**config.mk**
```make
export PLATFORM = sky130hd
export DESIGN_NAME = gdps_top
export DESIGN_NICKNAME = d
export VERILOG_FILES = /design/src/gdps_pkg.sv /design/src/gdps_phase_if.sv /design/src/gdps_half_bridge.sv /design/src/gdps_temp_monitor.sv /design/src/gdps_top.sv
export SDC_FILE = /design/constraint.sdc
export NUM_CORES = 1
export LEC_CHECK = 0
export BUFFER_PORTS_ARGS = -buffer_cell sky130_fd_sc_hd__buf_4
export CORE_AREA = 10 10 143 106
export DETAILED_ROUTE_END_ITERATION = 8
export DIE_AREA = 0 0 153 116
export PLACE_DENSITY = 0.72
export SLEW_MARGIN = 0
export SYNTH_ARGS = -nofsm -noshare
export SYNTH_HDL_FRONTEND = slang
export SYNTH_SLANG_ARGS = --single-unit
export TNS_END_PERCENT = 1
```
**constraint.sdc**
```tcl
create_clock -name i_clk -period 2.3 [get_ports i_clk]
set_clock_uncertainty 0.15 [all_clocks]
set_input_delay 0 -clock i_clk [delete_from_list [all_inputs] [get_ports i_clk]]
set_output_delay 0 -clock i_clk [all_outputs]
set_load 0.03 [all_outputs]
```
**src/gdps_pkg.sv**
```systemverilog
// constants, types and decode helpers for the gate drive protection sequencer
// assumes a single 200 MHz clock; all inputs already synchronous to it
// Notes on behaviour
// dead time 50 to 500 ns, set externally
// dead time is a minimum gap only
// gate turns on promptly after opposite confirmed off
// ready 5 ms typical after gate enable rises
// short enable low pulse clears faults only
// error drives all six gates low quickly
// error asserts active-low fault output quickly
// warning sets at 130, shutdown clears there
// warning clears at 115 for hysteresis
// shutdown at 150 or above
// serial port ready only after start-up delay
// serial port is slave only
// faults shown on both pins and status; undervoltage reaches only the fault pin and status
// overcurrent recorded per transistor
// overcurrent, overtemperature, undervoltage are faults
// high and low gate never on together
// overcurrent warning pulse stretched to 64 us
// six or three input pwm mode
// gates stay low until fault cleared
package gdps_pkg;
  localparam int CLK_PERIOD_NS = 5;
  localparam int DT_MIN_NS = 50;
  localparam int DT_MAX_NS = 500;
  localparam int HS_MAX_NS = 50;
  localparam int STARTUP_TYP_MS = 5;
  localparam int STARTUP_MAX_MS = 10;
  localparam int QUICK_MAX_US = 10;
  localparam int ERR_RESP_NS = 200;
  localparam int OC_STRETCH_US = 64;

  localparam int DT_MIN_CYC = (DT_MIN_NS + CLK_PERIOD_NS - 1) / CLK_PERIOD_NS;
  localparam int DT_MAX_CYC = DT_MAX_NS / CLK_PERIOD_NS;
  localparam int HS_MAX_CYC = HS_MAX_NS / CLK_PERIOD_NS;
  localparam int STARTUP_TYP_CYC = STARTUP_TYP_MS * 1000000 / CLK_PERIOD_NS;
  localparam int STARTUP_MAX_CYC = STARTUP_MAX_MS * 1000000 / CLK_PERIOD_NS;
  localparam int QUICK_MAX_CYC = QUICK_MAX_US * 1000 / CLK_PERIOD_NS;
  localparam int ERR_RESP_CYC = ERR_RESP_NS / CLK_PERIOD_NS;
  localparam int OC_STRETCH_CYC = OC_STRETCH_US * 1000 / CLK_PERIOD_NS;

  localparam int DT_W = 7;
  localparam int CNT_W = 21;
  localparam int STR_W = 14;
  localparam int TEMP_W = 8;
  localparam int PHASES = 3;

  localparam logic [TEMP_W-1:0] OTW_SET_C = 8'h82;
  localparam logic [TEMP_W-1:0] OTW_CLR_C = 8'h73;
  localparam logic [TEMP_W-1:0] OVERTEMP_SHUTDOWN_SET_C = 8'h96;
  localparam logic [TEMP_W-1:0] OVERTEMP_SHUTDOWN_CLR_C = 8'h82;

  localparam logic [CNT_W-1:0] CNT_RST = 21'h0_0000;
  localparam logic [STR_W-1:0] STR_RST = 14'h0000;
  localparam logic [DT_W-1:0] DT_RST = 7'h00;

  typedef enum logic [2:0] {
    GDPS_OFF,
    GDPS_STARTUP,
    GDPS_READY,
    GDPS_FAULT,
    GDPS_QUICK
  } gdps_state_t;

  // returns {want_high, want_low} for one phase
  function automatic logic [1:0] gdps_decode(input logic three_mode, input logic hi, input logic lo);
    if (three_mode) begin
      gdps_decode = {hi, ~hi};
    end else begin
      gdps_decode = {hi & ~lo, lo & ~hi};
    end
  endfunction

  function automatic logic [DT_W-1:0] gdps_clamp_dt(input logic [DT_W-1:0] code);
    if (code < DT_W'(DT_MIN_CYC)) begin
      gdps_clamp_dt = DT_W'(DT_MIN_CYC);
    end else if (code > DT_W'(DT_MAX_CYC)) begin
      gdps_clamp_dt = DT_W'(DT_MAX_CYC);
    end else begin
      gdps_clamp_dt = code;
    end
  endfunction
endpackage

```
**src/gdps_phase_if.sv**
```systemverilog
// per-phase carrier between the sequencer and one half-bridge
// assumes the sequencer drives requests and the bridge returns gate levels
`timescale 1ns/10ps
`default_nettype none
interface gdps_phase_if;
  import gdps_pkg::*;
  logic pwm_h;
  logic pwm_l;
  logic three_mode;
  logic gate_en;
  logic [DT_W-1:0] dead_cyc;
  logic gate_h;
  logic gate_l;
  modport ctrl (output pwm_h, output pwm_l, output three_mode, output gate_en, output dead_cyc,
                input gate_h, input gate_l);
  modport bridge (input pwm_h, input pwm_l, input three_mode, input gate_en, input dead_cyc,
                  output gate_h, output gate_l);
endinterface
`default_nettype wire

```
**src/gdps_half_bridge.sv**
```systemverilog
// one half-bridge: pwm decode, handshake and minimum dead time
// assumes gate_en drops in the cycle an error is seen
`timescale 1ns/10ps
`default_nettype none
module gdps_half_bridge (
  input wire logic i_clk,
  input wire logic i_arst_n,
  gdps_phase_if.bridge ph
);
  import gdps_pkg::*;

  logic gh_r, gh_nxt;
  logic gl_r, gl_nxt;
  logic [DT_W-1:0] gap_r, gap_nxt;
  logic [1:0] want;
  logic gap_done;

  ////////////////////////////////////////////////////////////////////////////
  always_comb begin
    want = gdps_decode(ph.three_mode, ph.pwm_h, ph.pwm_l);
    // gap counts cycles with both gates low; a long controller gap already fills it
    gap_done = (gap_r >= ph.dead_cyc - 7'h01);
    gh_nxt = gh_r & want[1];
    gl_nxt = gl_r & want[0];
    if (!ph.gate_en) begin
      gh_nxt = 1'b0;
      gl_nxt = 1'b0;
    end else if (gap_done && !gh_r && !gl_r) begin
      // handshake: turn on only once the opposite output is seen low
      gh_nxt = want[1];
      gl_nxt = want[0] & ~want[1];
    end
    if (gh_r || gl_r) begin
      gap_nxt = DT_RST;
    end else if (gap_r < DT_W'(DT_MAX_CYC)) begin
      gap_nxt = gap_r + 7'h01;
    end else begin
      gap_nxt = gap_r;
    end
  end

  always_ff @(posedge i_clk or negedge i_arst_n) begin
    if (!i_arst_n) begin
      gh_r <= 1'b0;
      gl_r <= 1'b0;
      gap_r <= DT_RST;
    end else begin
      gh_r <= gh_nxt;
      gl_r <= gl_nxt;
      gap_r <= gap_nxt;
    end
  end

  assign ph.gate_h = gh_r;
  assign ph.gate_l = gl_r;
endmodule
`default_nettype wire

```
**src/gdps_temp_monitor.sv**
```systemverilog
// junction temperature comparators with hysteresis
// assumes a temperature reading in whole degrees, synchronous to the clock
`timescale 1ns/10ps
`default_nettype none
module gdps_temp_monitor (
  input wire logic i_clk,
  input wire logic i_arst_n,
  input wire logic [gdps_pkg::TEMP_W-1:0] i_temp_c,
  output logic o_overtemp_warning,
  output logic o_overtemp_shutdown
);
  import gdps_pkg::*;

  logic otw_r, otw_nxt;
  logic overtemp_shutdown_r, overtemp_shutdown_nxt;

  always_comb begin
    otw_nxt = otw_r;
    overtemp_shutdown_nxt = overtemp_shutdown_r;
    if (i_temp_c >= OTW_SET_C) begin
      otw_nxt = 1'b1;
    end else if (i_temp_c <= OTW_CLR_C) begin
      otw_nxt = 1'b0;
    end
    if (i_temp_c >= OVERTEMP_SHUTDOWN_SET_C) begin
      overtemp_shutdown_nxt = 1'b1;
    end else if (i_temp_c <= OVERTEMP_SHUTDOWN_CLR_C) begin
      overtemp_shutdown_nxt = 1'b0;
    end
  end

  always_ff @(posedge i_clk or negedge i_arst_n) begin
    if (!i_arst_n) begin
      otw_r <= 1'b0;
      overtemp_shutdown_r <= 1'b0;
    end else begin
      otw_r <= otw_nxt;
      overtemp_shutdown_r <= overtemp_shutdown_nxt;
    end
  end

  assign o_overtemp_warning = otw_r;
  assign o_overtemp_shutdown = overtemp_shutdown_r;
endmodule
`default_nettype wire

```
**src/gdps_top.sv**
```systemverilog
// gate drive protection sequencer: enable sequencing, fault latch, reporting
// assumes pwm, sense and temperature inputs are synchronous to i_clk
`timescale 1ns/10ps
`default_nettype none
module gdps_top #(
  parameter logic [gdps_pkg::CNT_W-1:0] P_STARTUP_CYC = gdps_pkg::CNT_W'(gdps_pkg::STARTUP_TYP_CYC),
  parameter logic [gdps_pkg::STR_W-1:0] P_OC_STRETCH_CYC = gdps_pkg::STR_W'(gdps_pkg::OC_STRETCH_CYC)
) (
  input wire logic i_clk,
  input wire logic i_arst_n,
  input wire logic i_en_gate,
  input wire logic i_supply_ok,
  input wire logic i_undervoltage,
  input wire logic [gdps_pkg::PHASES-1:0] i_high_side_pwm_in,
  input wire logic [gdps_pkg::PHASES-1:0] i_low_side_pwm_in,
  input wire logic i_pwm_three_input_mode,
  input wire logic [gdps_pkg::DT_W-1:0] i_dead_time_resistor_pin_code,
  input wire logic [2*gdps_pkg::PHASES-1:0] i_vds_overcurrent,
  input wire logic [gdps_pkg::TEMP_W-1:0] i_junction_temp_c,
  input wire logic i_fault_clear,
  input wire logic i_spi_cs_n,
  output logic [gdps_pkg::PHASES-1:0] o_high_side_gate_out,
  output logic [gdps_pkg::PHASES-1:0] o_low_side_gate_out,
  output logic o_fault_out_n,
  output logic o_overcurrent_temp_warn_out_n,
  output logic o_spi_ready,
  output logic o_spi_select_ok,
  output logic [2*gdps_pkg::PHASES-1:0] o_oc_status,
  output logic o_uv_status,
  output logic o_overtemp_shutdown_status,
  output logic o_overtemp_warning,
  output logic o_gate_ready
);
  import gdps_pkg::*;

  ////////////////////////////////////////////////////////////////////////////
  // state and status

  gdps_state_t state_r, state_nxt;
  logic [CNT_W-1:0] cnt_r, cnt_nxt;
  logic [STR_W-1:0] str_r, str_nxt;
  logic [2*PHASES-1:0] oc_prev_r, oc_prev_nxt;
  logic [2*PHASES-1:0] oc_stat_r, oc_stat_nxt;
  logic uv_stat_r, uv_stat_nxt;
  logic overtemp_shutdown_stat_r, overtemp_shutdown_stat_nxt;
  logic fault_n_r, fault_n_nxt;
  logic warn_n_r, warn_n_nxt;
  logic spi_rdy_r, spi_rdy_nxt;

  logic overtemp_warning;
  logic overtemp_shutdown;
  logic err;
  logic clear_evt;
  logic oc_event;
  logic gate_en;
  logic [DT_W-1:0] dead_cyc;

  ////////////////////////////////////////////////////////////////////////////
  // temperature

  gdps_temp_monitor u_temp (
    .i_clk(i_clk),
    .i_arst_n(i_arst_n),
    .i_temp_c(i_junction_temp_c),
    .o_overtemp_warning(overtemp_warning),
    .o_overtemp_shutdown(overtemp_shutdown)
  );

  ////////////////////////////////////////////////////////////////////////////
  // half-bridges

  gdps_phase_if ph_if [PHASES] ();

  assign dead_cyc = gdps_clamp_dt(i_dead_time_resistor_pin_code);

  genvar g;
  generate
    for (g = 0; g < PHASES; g++) begin : g_phase
      assign ph_if[g].pwm_h = i_high_side_pwm_in[g];
      assign ph_if[g].pwm_l = i_low_side_pwm_in[g];
      assign ph_if[g].three_mode = i_pwm_three_input_mode;
      assign ph_if[g].gate_en = gate_en;
      assign ph_if[g].dead_cyc = dead_cyc;
      assign o_high_side_gate_out[g] = ph_if[g].gate_h;
      assign o_low_side_gate_out[g] = ph_if[g].gate_l;

      gdps_half_bridge u_bridge (
        .i_clk(i_clk),
        .i_arst_n(i_arst_n),
        .ph(ph_if[g])
      );
    end
  endgenerate

  ////////////////////////////////////////////////////////////////////////////
  // error detection and gate enable

  // every protection source counts as an error event
  assign err = (|i_vds_overcurrent) | i_undervoltage | overtemp_shutdown;

  // combinational so the bridges drop their gates at the very next edge
  assign gate_en = (state_r == GDPS_READY) && !err;

  assign oc_event = |(i_vds_overcurrent & ~oc_prev_r);

  ////////////////////////////////////////////////////////////////////////////
  // sequencer

  always_comb begin
    state_nxt = state_r;
    cnt_nxt = cnt_r;
    clear_evt = 1'b0;
    case (state_r)
      GDPS_OFF: begin
        cnt_nxt = CNT_RST;
        if (i_en_gate && i_supply_ok) begin
          state_nxt = GDPS_STARTUP;
        end
      end
      GDPS_STARTUP: begin
        if (!i_en_gate || !i_supply_ok) begin
          state_nxt = GDPS_OFF;
        end else if (cnt_r >= P_STARTUP_CYC - 21'h0_0001) begin
          state_nxt = GDPS_READY;
        end else begin
          cnt_nxt = cnt_r + 21'h0_0001;
        end
      end
      GDPS_READY: begin
        if (!i_supply_ok) begin
          state_nxt = GDPS_OFF;
        end else if (!i_en_gate) begin
          state_nxt = GDPS_QUICK;
          cnt_nxt = 21'h0_0001;
        end else if (err) begin
          state_nxt = GDPS_FAULT;
        end else if (i_fault_clear) begin
          clear_evt = 1'b1;
        end
      end
      GDPS_FAULT: begin
        if (!i_supply_ok) begin
          state_nxt = GDPS_OFF;
        end else if (!i_en_gate) begin
          state_nxt = GDPS_QUICK;
          cnt_nxt = 21'h0_0001;
        end else if (i_fault_clear) begin
          clear_evt = 1'b1;
          // a clear while the cause persists leaves the gates low
          if (!err) begin
            state_nxt = GDPS_READY;
          end
        end
      end
      GDPS_QUICK: begin
        if (!i_supply_ok) begin
          state_nxt = GDPS_OFF;
        end else if (i_en_gate) begin
          // short low pulse: faults and driver reset, regulators stay up
          clear_evt = 1'b1;
          state_nxt = GDPS_READY;
        end else if (cnt_r >= CNT_W'(QUICK_MAX_CYC)) begin
          state_nxt = GDPS_OFF;
        end else begin
          cnt_nxt = cnt_r + 21'h0_0001;
        end
      end
      default: begin
        state_nxt = GDPS_OFF;
        cnt_nxt = CNT_RST;
      end
    endcase
  end

  ////////////////////////////////////////////////////////////////////////////
  // status, pins and warning stretch

  always_comb begin
    oc_prev_nxt = i_vds_overcurrent;
    // new events win over a clear in the same cycle
    oc_stat_nxt = (clear_evt ? '0 : oc_stat_r) | i_vds_overcurrent;
    uv_stat_nxt = (clear_evt ? 1'b0 : uv_stat_r) | i_undervoltage;
    overtemp_shutdown_stat_nxt = (clear_evt ? 1'b0 : overtemp_shutdown_stat_r) | overtemp_shutdown;
    if (oc_event) begin
      str_nxt = P_OC_STRETCH_CYC;
    end else if (str_r != STR_RST) begin
      str_nxt = str_r - 14'h0001;
    end else begin
      str_nxt = str_r;
    end
    // fault pin follows the latched fault state and any live error
    fault_n_nxt = !(err || (state_nxt == GDPS_FAULT));
    warn_n_nxt = !(overtemp_warning || oc_event || (str_r > 14'h0001));
    spi_rdy_nxt = (state_nxt == GDPS_READY) || (state_nxt == GDPS_FAULT) || (state_nxt == GDPS_QUICK);
  end

  always_ff @(posedge i_clk or negedge i_arst_n) begin
    if (!i_arst_n) begin
      state_r <= GDPS_OFF;
      cnt_r <= CNT_RST;
      str_r <= STR_RST;
      oc_prev_r <= '0;
      oc_stat_r <= '0;
      uv_stat_r <= 1'b0;
      overtemp_shutdown_stat_r <= 1'b0;
      fault_n_r <= 1'b1;
      warn_n_r <= 1'b1;
      spi_rdy_r <= 1'b0;
    end else begin
      state_r <= state_nxt;
      cnt_r <= cnt_nxt;
      str_r <= str_nxt;
      oc_prev_r <= oc_prev_nxt;
      oc_stat_r <= oc_stat_nxt;
      uv_stat_r <= uv_stat_nxt;
      overtemp_shutdown_stat_r <= overtemp_shutdown_stat_nxt;
      fault_n_r <= fault_n_nxt;
      warn_n_r <= warn_n_nxt;
      spi_rdy_r <= spi_rdy_nxt;
    end
  end

  ////////////////////////////////////////////////////////////////////////////
  // outputs

  assign o_fault_out_n = fault_n_r;
  assign o_overcurrent_temp_warn_out_n = warn_n_r;
  assign o_spi_ready = spi_rdy_r;
  // the controller owns clock and select; this end only qualifies a select
  assign o_spi_select_ok = spi_rdy_r & ~i_spi_cs_n;
  assign o_oc_status = oc_stat_r;
  assign o_uv_status = uv_stat_r;
  assign o_overtemp_shutdown_status = overtemp_shutdown_stat_r;
  assign o_overtemp_warning = overtemp_warning;
  assign o_gate_ready = (state_r == GDPS_READY);
endmodule
`default_nettype wire

```
==> results of run 1 <==
==> worst reg2reg max path: stages (launching register included) <==
cell and delay, ns:
dfrtp_1 0.39, or4_4 0.55, nor4_4 0.23, o21ai_2 0.10, o311a_4 0.38, nor3_4 0.26, buf_4 0.19, xnor2_1 0.12
nor2_1 0.06
==> sequential cells by signal, indices dropped and copies added (netlist names) <==
name / flops
g_phase.u_bridge.ph.gate_h: 3
u_temp.o_overtemp_shutdown: 1
o_oc_status: 6
g_phase.u_bridge.ph.gate_l: 3
str_r: 14
u_temp.o_overtemp_warning: 1
o_overcurrent_temp_warn_out_n: 1
cnt_r: 21
o_uv_status: 1
oc_prev_r: 6
o_spi_ready: 1
g_phase.u_bridge.gap_r: 21
o_overtemp_shutdown_status: 1
o_fault_out_n: 1
state_r: 3
==> cells by family (layout without fill, tap and decap cells) <==
kind of cell | Yosys count | count (layout) | share of synthesized area [%]
AND/OR/NAND/NOR | 229 | 229 | 24.7
AO/OA/AOI/OAI | 105 | 105 | 15.1
flip-flops | 84 | 84 | 43.3
buffers and inverters | 49 | 183 | 4.45
XOR/XNOR | 34 | 34 | 6.12
adder cells (fa/ha/maj) | 19 | 19 | 4.78
multiplexers | 7 | 7 | 1.52
other | 0 | 1 | 0
==> worst min-delay path by stage <==
stage,startpoint,to,slack (ns),cells past startpoint
after CTS,i_arst_n,g_phase[0].u_bridge.gap_r[4],0.10,2
after detailed placement,i_arst_n,g_phase[0].u_bridge.gap_r[4],-0.08,1
after floorplan,i_arst_n,cnt_r[0],-0.45,0
final,i_arst_n,g_phase[0].u_bridge.gap_r[6],0.07,2
after global routing,i_spi_cs_n,o_spi_select_ok,0.13,3
after global placement,i_arst_n,g_phase[0].u_bridge.gap_r[4],-0.08,1
==> per-stage QoR <==
step	area (sq um)	worst slack, ns	hold WS, ns	utilization (%)	power (mW)
after floorplan	5010	-0.190	-0.446	-	1.82
after global placement	5950	-0.294	-0.0825	48.6	2.00
after detailed placement	5950	-0.466	-0.0752	48.6	2.02
after CTS	6580	-0.318	0.103	53.7	3.57
after global routing	6620	-0.435	0.125	54.1	3.70
final	6620	-0.263	0.0738	54.1	3.54
==> final cells by class <==
class | instances | area (sq um) | share of cell area [%]
multi-input combinational | 394 | 2770 | 41.8
sequential | 84 | 2100 | 31.8
timing repair buffer | 141 | 1140 | 17.2
clock buffer | 10 | 239 | 3.61
tap | 162 | 203 | 3.06
inverter | 26 | 97.6 | 1.47
clock inverter | 6 | 71.3 | 1.08
antenna | 1 | 2.50 | 0.0378
==> what timing repair did <==
item | CTS | global route
gates resized for setup | 8 | 9
hold buffers | 27 | 0
pin swaps | 5 | 4
setup endpoints to repair | 26 | 32
hold endpoints to repair | 77 | 0
==> layer usage <==
metal | up-vias | GRT usage [%]
met5 | - | 0
met4 | 0 | 5.45
met3 | 19 | 2.59
met2 | 110 | 23.8
met1 | 2135 | 17.8
li1 | 2135 | -
==> power by group <==
group          internal (mW)  switching, mW
Combinational          0.249          0.277
Clock                  0.882          0.608
Sequential              1.51         0.0225
==> cell usage after synthesis (4+ instances only) <==
cell,count
nor4_1,9
o211ai_1,7
nor3_1,14
a31oi_1,10
nor2_1,72
or3_1,6
nand2b_1,5
buf_4,6
nor4b_2,4
mux2i_1,4
clkbuf_1,14
dfrtp_1,82
and3_1,11
o21ai_0,20
nor2b_1,8
a21o_1,7
xnor2_1,21
xor2_1,13
inv_1,26
nand4_1,5
nand3_1,12
a21oi_1,19
or2_2,5
a311oi_1,4
ha_1,17
nand2_1,56
a211oi_1,4
nor4_2,6
==> results_dict.tcl, run 1 <==
set metrics [dict create \
    status "finished with violations" \
    violations "setup timing" \
    wl_microns 12800 \
    maxCapViolations 0 \
    met2_wirelength_microns 6140 \
    worstPathArrival_ns 2.63 \
    regToRegStartpoint "cnt_r[19]" \
    io_buffers 54 \
    postSynthAreaPerCell_sq_um 9.23 \
    fp.dieH_microns 116 \
    hold_class "in2async" \
    fmax_ghz 0.390 \
    drtAntennaViolNets 0 \
    num-fill-cells 1093 \
    layout_common_cells "buf_4, dfrtp_1, nor2_1" \
    cpPeakStageDelay_ns 0.55 \
    wl_met3_microns 494 \
    postCtsSetupRepairBufs 0 \
    nets 708 \
    synth-main-ff-cell "dfrtp_1" \
    first_pass_iters 7 \
    synth.net_count 579 \
    synthArstFlopShare_pct 100 \
    rows 34 \
    start_util_pct 39.7 \
    hpwl_microns 9380 \
    r2r_slack_ns -0.26 \
    insertion_delay_ns 0.34 \
    power.leakage_nw 2.96 \
    synth_top_cells_by_area "dfrtp_1, nor2_1, ha_1" \
    yosys.area.top_type "dfrtp_1" \
    fin_crit_ns 2.56 \
    critPathCapture "cnt_r[6]" \
    htree_levels 3 \
    ys_types 64 \
    fp.dieW_microns 153 \
    reg2regPathDepth 8 \
    dr.first_iter.drc_count 241 \
    setup_viol 26 \
    drive_gt1_share_pct 27.1 \
    ios 55 \
    final_common_cell "buf_4" \
    synth_top_area_share_pct 42.2 \
    critPathTopFamily "simple AND/OR/NAND/NOR gates" \
    ir_worst_vdd_mv 0.356 \
    cts_buffers 9 \
    grt_start_max_net_pins 53 \
    grt_pass1_vias 4511 \
    dp_cells 780 \
    rsz0062_at_grt "true" \
    syn-cell-area_sq_um 4860 \
    p_per_area_nw_per_um2 535 \
    grt_overflow 0 \
    top_layer_used "met4" \
    num_vias 4399 \
    cp.depth 8 \
    worst_pin_slew_ns 0.665 \
    end_kind "flop" \
    syn_inst 527 \
    coreArea_sq_um 12300 \
    seq_area_frac_synth_pct 43.3 \
    synth_edf_count 0 \
    cp_cell_sequence "or4_4, nor4_4, o21ai_2, o311a_4, nor3_4, buf_4, xnor2_1, nor2_1" \
    antenna_found_initial 1 \
    r2r-end "cnt_r[6]" \
    yosys_warnings 0 \
    drv_slew 0 \
    clockBufferDepth 2 \
    cts.clk_slew.worst_paths_ns 0.07 \
    syn2layout_area_growth_pct 36.1 \
    cp.required_ns 2.37 \
    drc 0 \
    grtUsageTotal_pct 14.1 \
    start_kind "flop" \
    grt_pass1_wl_microns 21100 \
    cts_tree "done" \
    tns_ns -4.69 \
    hold_viol_final 0 \
    critPathKind "reg2reg" \
    routedWlPerCell_microns 15.6 \
    cts-root-buf "clkbuf_16" \
    clock-sinks 84 \
    met1Wirelength_microns 5960 \
    fin_crit_sh_pct 111 \
    fin_ws_ns -0.263 \
    critPathMaxFanout 7 \
    place_congestion 0.866 \
    dieArea_sq_um 17700 \
    cpMaxStageDelayCell "or4_4" \
    path_buf_inv 1 \
    instances_no_fill 824 \
    startpoint "cnt_r[19]" \
    slew_headroom_pct 55.3 \
    via_per_inst 5.34 \
    synth-seq-cells 84 \
]
Power figures use the tool's default switching activity.
==> inputs of run 2 (changes only) <==
--- a/config.mk
+++ b/config.mk
@@ -5,11 +5,12 @@
 export SDC_FILE = /design/constraint.sdc
 export NUM_CORES = 1
 export LEC_CHECK = 0
+export ABC_AREA = 1
 export BUFFER_PORTS_ARGS = -buffer_cell sky130_fd_sc_hd__buf_4
-export CORE_AREA = 10 10 143 106
+export CORE_AREA = 10 10 146 108
 export DETAILED_ROUTE_END_ITERATION = 8
-export DIE_AREA = 0 0 153 116
-export PLACE_DENSITY = 0.72
+export DIE_AREA = 0 0 156 118
+export PLACE_DENSITY = 0.71
 export SLEW_MARGIN = 0
 export SYNTH_ARGS = -nofsm -noshare
 export SYNTH_HDL_FRONTEND = slang
==> run 2 against run 1 <==
Effect of this change:
- the run now ends clean
- via count is 6.8% higher
- sequential share of layout area rose by 0.80 points
- first-iteration DRC count grew 68%
- count of clock-buffer cells in the layout down 1
- clock power increased by 4%
- fmax up 17%
- register-to-register slack improved by 0.37 ns
- area after synthesis rose by 4.3%
- utilization is 4.0 points lower
- power up 32%
- sequential power grew 23%
- largest power group unchanged
==> results_dict.tcl, run 2 <==
set metrics [dict create \
    syn2layout_area_growth_pct 27.3 \
    p_per_area_nw_per_um2 725 \
    clock-sinks 84 \
    syn-cell-area_sq_um 5070 \
    drive_gt1_share_pct 16.0 \
    fp.dieW_microns 156 \
    multi_input_area_sq_um 2430 \
    critPathKind "reg2reg" \
    worst_pin_slew_ns 1.08 \
    fin_ws_ns 0.104 \
    synth-seq-cells 84 \
    regArea_sq_um 2100 \
    ys_types 42 \
    grt_pass1_wl_microns 22200 \
    place_area_sq_um 5840 \
    final_common_cell "inv_1" \
    drtAntennaViolNets 0 \
    drc 0 \
    postSynthAreaPerCell_sq_um 7.55 \
    hold_class "in2async" \
    fin_crit_ns 2.20 \
    critPathMaxFanout 6 \
    synth_top_family_by_area "simple AND/OR/NAND/NOR gates" \
    num_vias 4696 \
    tns_ns 0 \
    synth_most_common_cell "inv_1" \
    muxShareOfSynthArea_pct 0 \
    dpl_worst_slack_ns -0.0867 \
    synth_top_area_share_pct 40.4 \
    synth_xor_area_share_pct 2.93 \
    fp.dieH_microns 118 \
    ir_worst_vdd_mv 0.362 \
    seqPwrFrac_pct 40.1 \
    coreArea_sq_um 12900 \
    pwr-share-comb_pct 26.8 \
    reg.largest.list "cnt_r: 21 flops, g_phase.u_bridge.gap_r: 21 flops, str_r: 14 flops" \
    synth_fa_ha_area_share_pct 4.19 \
    slew_headroom_pct 28.1 \
    cts-root-buf "clkbuf_16" \
    antenna_found_initial 0 \
    routedWlPerCell_microns 13.6 \
    synth_edf_count 0 \
    maxCapViolations 0 \
    via_per_inst 4.93 \
    start_kind "flop" \
    clockBufferDepth 2 \
    first_pass_iters 5 \
    grtUsageTotal_pct 14.4 \
    power.leakage_nw 3.22 \
    dr.first_iter.drc_count 406 \
    yosys.area.top_type "dfrtp_1" \
    p_total_mw 4.68 \
    fin_area_sq_um 6460 \
    r2r_slack_ns 0.10 \
    fin_crit_sh_pct 95.5 \
    synth-main-ff-cell "dfrtp_1" \
    synthArstFlopShare_pct 100 \
    hpwl_microns 9800 \
    drv_slew 0 \
    ys_top_cells_by_count "inv_1, nand2_1, dfrtp_1, nand3_1, nor2_1" \
    final_core_util_pct 50.0 \
    hold_viol_final 0 \
    dieArea_sq_um 18400 \
    worst_hold_slack_ns 0.0190 \
    num-fill-cells 1219 \
    cts_tree "done" \
    worstPathArrival_ns 2.32 \
    antenna_cells 0 \
    place_congestion 0.952 \
    nets 834 \
    layout_common_cells "inv_1, nand2_1, dfrtp_1" \
    seq_area_frac_synth_pct 41.5 \
    status "completed" \
    htree_levels 3 \
    cts.clk_slew.worst_paths_ns 0.07 \
    synth_top_cells_by_area "dfrtp_1, inv_1, nand2_1" \
    instances_no_fill 953 \
    p_int_mw 3.06 \
    ios 55 \
    end_kind "flop" \
    cts_buffers 9 \
    yosys_warnings 0 \
    fmax_ghz 0.455 \
    io_buffers 54 \
    start_util_pct 39.3 \
    grt_start_max_net_pins 61 \
    rsz0062_at_grt "true" \
    rows 35 \
    switching_share_pct 34.6 \
    synth_compound_area_share_pct 15.0 \
    syn_inst 672 \
    post_synth_and_or_nand_nor_area_fraction_pct 25.3 \
    cp.required_ns 2.42 \
    grt_pass1_vias 4589 \
    dp_cells 908 \
    insertion_delay_ns 0.35 \
    p_sw_mw 1.62 \
    grt_overflow 0 \
    setup_viol 0 \
    clock_power_share_pct 33.1 \
    synth.net_count 724 \
    wl_microns 12900 \
]
[run 2: cells by family (layout without fill, tap and decap cells)]
group                    after synthesis  after routing
AND/OR/NAND/NOR                      285            285
buffers and inverters                139            254
AO/OA/AOI/OAI                        130            130
flip-flops                            84             84
adder cells (fa/ha/maj)               17             17
XOR/XNOR                              17             17
[run 2: area by class of cell]
cell class                 instances  area share, %
multi-input combinational        449           37.6
sequential                        84           32.6
timing repair buffer             110           14.3
inverter                         128           7.48
clock buffer                       9           3.49
tap                              166           3.22
clock inverter                     7           1.36
[run 2: critical path, stage by stage, from the launching register on]
cell	delay, ns
dfrtp_1	0.39
inv_1	0.09
nand4_1	0.12
nor2_2	0.16
inv_1	0.09
nor3_1	0.17
buf_4	0.18
o211ai_1	0.08
dlygate4sd3_1	0.57
a21oi_1	0.11
[run 2: power groups by stage]
stage	Combinational (mW)	Clock, mW	Sequential, mW
finish	1.25	1.55	1.88
floorplan	0.880	0	1.84
global route	1.47	1.63	1.91
CTS	1.24	1.59	1.87
global placement	1.16	0	1.90
detailed placement	1.20	0	1.90
[run 2: worst paths after layout]
kind,from,to,cells after the start
worst max-delay path,u_temp.o_overtemp_shutdown,g_phase[1].u_bridge.ph.gate_h,9
worst min-delay path,i_arst_n,o_fault_out_n,2
worst max register to register,u_temp.o_overtemp_shutdown,g_phase[1].u_bridge.ph.gate_h,9
worst min register to register,str_r[5],str_r[5],1
max in group asynchronous,i_arst_n,cnt_r[6],3
min in group i_clk,i_spi_cs_n,o_spi_select_ok,3
[run 2: per-layer routing]
metal	part of all wire (%)	GRT usage [%]
met5	0	0
met2	41	20.5
met1	51	20.7
met3	5.9	3.69
met4	1.6	4.30
[run 2: timing repair]
action                     CTS  global route
hold buffers                28             0
buffers inserted             0             1
hold endpoints to repair   107             0
resized for setup            0             7
setup endpoints to repair    0            13
